File: config.mk
export PLATFORM = sky130hd
export DESIGN_NAME = lvcfg_regs
export DESIGN_NICKNAME = d
export VERILOG_FILES = /design/src/core/lvcfg_pkg.sv /design/src/core/lvcfg_regs.sv
export VERILOG_INCLUDE_DIRS = /design/src /design/src/core
export SDC_FILE = /design/constraint.sdc
export NUM_CORES = 1
export LEC_CHECK = 0
export ABC_CLOCK_PERIOD_IN_PS = 2800
export BUFFER_PORTS_ARGS = -buffer_cell sky130_fd_sc_hd__buf_2
export CORE_ASPECT_RATIO = 0.9
export CORE_UTILIZATION = 45
export DETAILED_ROUTE_END_ITERATION = 12
export GPL_TIMING_DRIVEN = 0
export PLACE_DENSITY = 0.74
export SYNTH_ARGS = -nofsm -noshare
export SYNTH_HDL_FRONTEND = slang
export SYNTH_SLANG_ARGS = --single-unit
File: constraint.sdc
create_clock -name sys_clk_i -period 2.8 [get_ports sys_clk_i]
set_input_delay 0.42 -clock sys_clk_i [delete_from_list [all_inputs] [get_ports sys_clk_i]]
set_output_delay 0.42 -clock sys_clk_i [all_outputs]
set_load 0.1 [all_outputs]
File: src/core/lvcfg_params.svh
// offsets, field positions, reset values of the lvds output config registers
// assumes inclusion by bare name from the register module
`ifndef LVCFG_PARAMS_SVH
`define LVCFG_PARAMS_SVH

`define LVCFG_ADDR_DRIVE_TERM   8'h15
`define LVCFG_ADDR_PHASE_SEL    8'h16
`define LVCFG_ADDR_REF_SEL      8'h18

`define LVCFG_RST_DRIVE_TERM    8'h00
`define LVCFG_RST_PHASE_SEL     8'h03
`define LVCFG_RST_REF_SEL       8'h00

`define LVCFG_MASK_DRIVE_TERM   8'h31
`define LVCFG_MASK_PHASE_SEL    8'h0f
`define LVCFG_MASK_REF_SEL      8'h40

`define LVCFG_TERM_LSB          4
`define LVCFG_TERM_MSB          5
`define LVCFG_DRIVE2X_BIT       0
`define LVCFG_REF_EXT_BIT       6
`define LVCFG_PHASE_MAX         4'ha
`define LVCFG_PHASE_180         4'h3

`endif

File: src/core/lvcfg_pkg.sv
// types for the lvds output config registers
// assumes compilation ahead of every module that imports it
package lvcfg_pkg;
   typedef enum logic [1:0] {
      LVCFG_TERM_NONE,
      LVCFG_TERM_200,
      LVCFG_TERM_100,
      LVCFG_TERM_100B
   } lvcfg_term_t;
endpackage : lvcfg_pkg

File: src/core/lvcfg_regs.sv
// lvds output configuration register bank: termination, drive, phase, ref
// assumes a serial-port engine delivering byte writes and reads at reg_addr_i
`timescale 1ns/1ps
`default_nettype none
`include "lvcfg_params.svh"

module lvcfg_regs
   import lvcfg_pkg::*;
(
   input  wire logic       sys_clk_i,
   input  wire logic       rst_n_i,
   input  wire logic [7:0] reg_addr_i,
   input  wire logic       reg_wr_i,
   input  wire logic [7:0] reg_wdata_i,
   input  wire logic       reg_rd_i,
   output logic      [7:0] reg_rdata_o,
   output lvcfg_term_t     term_sel_o,
   output logic            clk_drive_2x_o,
   output logic      [3:0] clk_phase_sel_o,
   output logic            ref_external_o
);

   logic [7:0] drive_term_q;
   logic [7:0] phase_sel_q;
   logic [7:0] ref_sel_q;
   logic [7:0] rdata_d;

   always_ff @(posedge sys_clk_i) begin
      if (!rst_n_i) begin
         drive_term_q <= `LVCFG_RST_DRIVE_TERM;
      end else if (reg_wr_i && reg_addr_i == `LVCFG_ADDR_DRIVE_TERM) begin
         drive_term_q <= reg_wdata_i & `LVCFG_MASK_DRIVE_TERM;
      end
   end

   always_ff @(posedge sys_clk_i) begin
      if (!rst_n_i) begin
         phase_sel_q <= `LVCFG_RST_PHASE_SEL;
      end else if (reg_wr_i && reg_addr_i == `LVCFG_ADDR_PHASE_SEL) begin
         phase_sel_q <= reg_wdata_i & `LVCFG_MASK_PHASE_SEL;
      end
   end

   always_ff @(posedge sys_clk_i) begin
      if (!rst_n_i) begin
         ref_sel_q <= `LVCFG_RST_REF_SEL;
      end else if (reg_wr_i && reg_addr_i == `LVCFG_ADDR_REF_SEL) begin
         ref_sel_q <= reg_wdata_i & `LVCFG_MASK_REF_SEL;
      end
   end

   always_comb begin
      case (reg_addr_i)
         `LVCFG_ADDR_DRIVE_TERM: rdata_d = drive_term_q;
         `LVCFG_ADDR_PHASE_SEL:  rdata_d = phase_sel_q;
         `LVCFG_ADDR_REF_SEL:    rdata_d = ref_sel_q;
         default:                rdata_d = 8'h00;
      endcase
   end

   always_ff @(posedge sys_clk_i) begin
      if (!rst_n_i) begin
         reg_rdata_o <= 8'h00;
      end else if (reg_rd_i) begin
         reg_rdata_o <= rdata_d;
      end
   end

   // outputs follow the stored fields one cycle later, from flops
   always_ff @(posedge sys_clk_i) begin
      if (!rst_n_i) begin
         term_sel_o     <= LVCFG_TERM_NONE;
         clk_drive_2x_o <= 1'b0;
         ref_external_o <= 1'b0;
      end else begin
         term_sel_o     <= lvcfg_term_t'(
            drive_term_q[`LVCFG_TERM_MSB:`LVCFG_TERM_LSB]);
         clk_drive_2x_o <= drive_term_q[`LVCFG_DRIVE2X_BIT];
         ref_external_o <= ref_sel_q[`LVCFG_REF_EXT_BIT];
      end
   end

   // codes above 10 are undefined; hold the last legal phase instead
   always_ff @(posedge sys_clk_i) begin
      if (!rst_n_i) begin
         clk_phase_sel_o <= `LVCFG_PHASE_180;
      end else if (phase_sel_q[3:0] <= `LVCFG_PHASE_MAX) begin
         clk_phase_sel_o <= phase_sel_q[3:0];
      end
   end

   // per-register write strobes and the mapped-address decode, for checks
   logic wr_term;
   logic wr_phase;
   logic wr_ref;
   logic addr_mapped;

   assign wr_term     = reg_wr_i && reg_addr_i == `LVCFG_ADDR_DRIVE_TERM;
   assign wr_phase    = reg_wr_i && reg_addr_i == `LVCFG_ADDR_PHASE_SEL;
   assign wr_ref      = reg_wr_i && reg_addr_i == `LVCFG_ADDR_REF_SEL;
   assign addr_mapped = reg_addr_i == `LVCFG_ADDR_DRIVE_TERM
      || reg_addr_i == `LVCFG_ADDR_PHASE_SEL
      || reg_addr_i == `LVCFG_ADDR_REF_SEL;
endmodule : lvcfg_regs

`default_nettype wire

* Word-level counts from Yosys, hierarchy flattened
Cells that the tools add are included.
Word-level totals: register bits after elaboration 24, bits of input ports 20, output and inout bits 16, word-level logic and storage cells 16
Cells by class: order comparisons 1, equality and inequality tests 3, muxes and demuxes 1, reduce and logical (&&, ||, !) cells 3
Operators with widths (count):
- $eq A8 B5 Y1 const B | 3
- $pmux W7 S3 | 1
- $le A4 B4 Y1 const B | 1
- $logic_and A1 B1 Y1 | 3

* Longest topological paths before layout
depth in word-level cells 2, gate-level depth with buffers 4, mapped depth without buffers 3

* Least setup slack after synthesis
OpenSTA, ideal clock, no wires.
kind register to output, from reg clk_phase_sel_o[0], to out clk_phase_sel_o[0], arrival 925 ps, required time 2380 ps, path slack 1455 ps, stages on the path, launching flop included 1, buffers on the path 0, cells stage by stage dfxtp_1
RTL lines:
- start: declaration | line lvcfg_regs.sv:19 | output logic [3:0] clk_phase_sel_o,
- start signal: assignment | line lvcfg_regs.sv:86 | clk_phase_sel_o <= `LVCFG_PHASE_180;
- start signal: assignment | line lvcfg_regs.sv:88 | clk_phase_sel_o <= phase_sel_q[3:0];
No word-level cell between the ends.

* Worst setup path in the final report
from reg clk_phase_sel_o[0], to out clk_phase_sel_o[0]
No word-level cell between the ends.

==> results.cfg <==
[synthesis]
syn_area_per_cell_um2 = 9.40
seq_area_frac_synth_pct = 46.6
ys_types = 28
syn_nets = 125
synth-edff-count = 0
async_flop_share_pct = 0
synthCells = 105
yosysWarningCount = 0
synth_seq_cells = 23
ys.flop_type = dfxtp_1
syn_area_um2 = 987

[timing]
hold_ws_ns = 0.339
finalSetupTns_ns = 0
timing.fmax_ghz = 0.658
finalCritPeriodShare_pct = 54.2
finalHoldViolations = 0
setup_viol = 0
post-route-min-period_ns = 1.52
drv_slew = 0
setup_ws_ns = 1.28
finClkSkew_ns = 0.00561
grt_setup_unrepaired = no

[power]
max-vdd-ir-drop_mv = 0.293
leakagePower_nw = 0.593
power_density_mw_per_mm2 = 433

[final_layout]
final_util_pct = 60.9
diodes = 0
fin_area_mm2 = 0.00121
fin_nets = 163
syn2layout_area_growth_pct = 22.7
drive_gt1_share_pct = 31.7
nFillCells = 199

[critical_path]
critPathBufInv = 1
crit_path_cell_trace = buf_2
required_ns = 2.38
worst_setup_path_start_kind = register
slowest_stage = buf_2
path_class = register to output port
cp_max_fo = 2
arrival_ns = 1.10
slowest_delay_ns = 0.43
cp-end-kind = output port
cp_top_family = buffers and inverters

[floorplanning]
fp.dieH_um = 46.4
ioPinCount = 36
core_mm2 = 0.00199
initial_core_util_pct = 49.6
die-area_mm2 = 0.00239
die_w_um = 51.4
core.rowCount = 15

[placement]
place_hpwl_um = 1520
dp_slack_ns = 1.31
io_buffers = 33
gp_congestion = 0.802
place_area_mm2 = 0.00118

[detailed_routing]
postRouteAntennaNets = 0
firstDrtPassIters = 4
num_vias = 833
routedWlPerCell_um = 11.6
route.detailed.drc = 0
vias_per_cell = 4.99
drt_wl_total_um = 1940
drt-initial-drc-count = 5

[clock_tree]
ctsHoldBuffers = 0
cts_setup_buffers = 0
htree_levels = 1
clk_pin_slew_worst_paths_ns = 0.12
cts_tree = done
clkLatencyLatePin_ns = 0.30
clk_path_buf_depth = 2
cts_buffers = 3
clock_sink_count = 23
cts_root_buffer = clkbuf_4
cts_resized = 0

[global_route]
grt.total_usage_pct = 17.3
grt_pass1_vias = 727
grt_max_degree = 14
antenna_found_initial = 0
gr-total-overflow = 0
grt_pass1_wl_um = 2990

[outcome]
status = finished clean

[hold_path]
hp-class = input pin to register

[run]
drv_cap = 0
-- Yosys cell counts, drive strengths merged, types with 2 or more instances --
| cell type | n | area [µm²] |
|---|---|---|
| dfxtp | 23 | 460 |
| nand2 | 12 | 45.0 |
| nand4 | 8 | 50.1 |
| a21boi | 7 | 52.6 |
| inv | 7 | 26.3 |
| nand2b | 7 | 43.8 |
| mux2i | 6 | 60.1 |
| nor2 | 5 | 18.8 |
| buf | 4 | 37.5 |
| a21oi | 3 | 15.0 |
| clkbuf | 3 | 11.3 |
| o21ai | 3 | 15.0 |
| and3b | 2 | 17.5 |
| and4bb | 2 | 28.8 |
| nand3 | 2 | 15.0 |
| nor3 | 2 | 10.0 |
| nor4b | 2 | 32.5 |
| o211ai | 2 | 15.0 |
-- logic make-up (layout without fill, tap and decap cells) --
logic type	count (synthesis)	in the layout	synth area share, %
buf+inv	14	51	7.60
other cells	1	1	0.380
compound gates	17	17	11.4
mux	6	6	6.08
flops	23	23	46.6
simple gates	44	44	27.9
-- layout by cell type, fill, tap and decap left out, types with 2 or more instances in the layout --
cell type and n:
buf_2 33, dfxtp_1 23, nand2_1 12, nand4_1 8
nand2b_1 7, inv_1 7, a21boi_1 6, mux2i_1 6
nor2_1 5, clkbuf_1 3, o21ai_0 3, a21oi_1 3
clkbuf_4 3, buf_4 2, buf_6 2, and3b_1 2
nor3_1 2, o211ai_1 2
-- power breakdown --
group / switching (mW) / internal (mW)
clock: 0.0957 / 0.0533
combinational: 0.0270 / 0.0210
sequential: 0.000222 / 0.327
-- worst paths after layout --
| path | startpoint | endpoint | slack (ns) | cells after the start |
|---|---|---|---|---|
| min | reg_wdata_i[5] | drive_term_q[5] | 0.34 | 3 |
| max reg2reg | phase_sel_q[2] | clk_phase_sel_o[0] | 1.78 | 4 |
| min reg2reg | reg_rdata_o[1] | reg_rdata_o[1] | 0.47 | 2 |
| max | clk_phase_sel_o[0] | clk_phase_sel_o[0] | 1.28 | 1 |
-- state kept, by name (all words and copies together), names as in the netlist --
name             cells
ref_sel_q            1
term_sel_o           2
clk_drive_2x_o       1
ref_external_o       1
clk_phase_sel_o      4
reg_rdata_o          7
drive_term_q         3
phase_sel_q          4
-- stage by stage --
step           power, mW  instances
2_1_floorplan      0.361        105
3_3_place_gp       0.382        163
3_5_place_dp       0.383        163
4_1_cts            0.531        167
5_1_grt            0.544        167
6_report           0.525        167
-- layout make-up --
class / count / area [µm²] / share of cell area (%)
flip-flops and latches: 23 / 460 / 38.0
multi-input cells: 68 / 452 / 37.3
repair buffers: 33 / 165 / 13.6
plain buffers: 7 / 48.8 / 4.03
well taps: 25 / 31.3 / 2.58
inverters: 7 / 26.3 / 2.17
clock buffers: 3 / 22.5 / 1.86
clock inverters: 1 / 5.00 / 0.413
-- metal layers --
metal  routed length (µm)  GRT usage (%)  vias up
met5                    0              0        -
met4                   14           8.11        0
met3                  114           3.63        2
met2                  877           29.9       22
met1                  934           20.7      375
li1                     -              -      434
No activity file was read; power rests on OpenSTA's default activity.
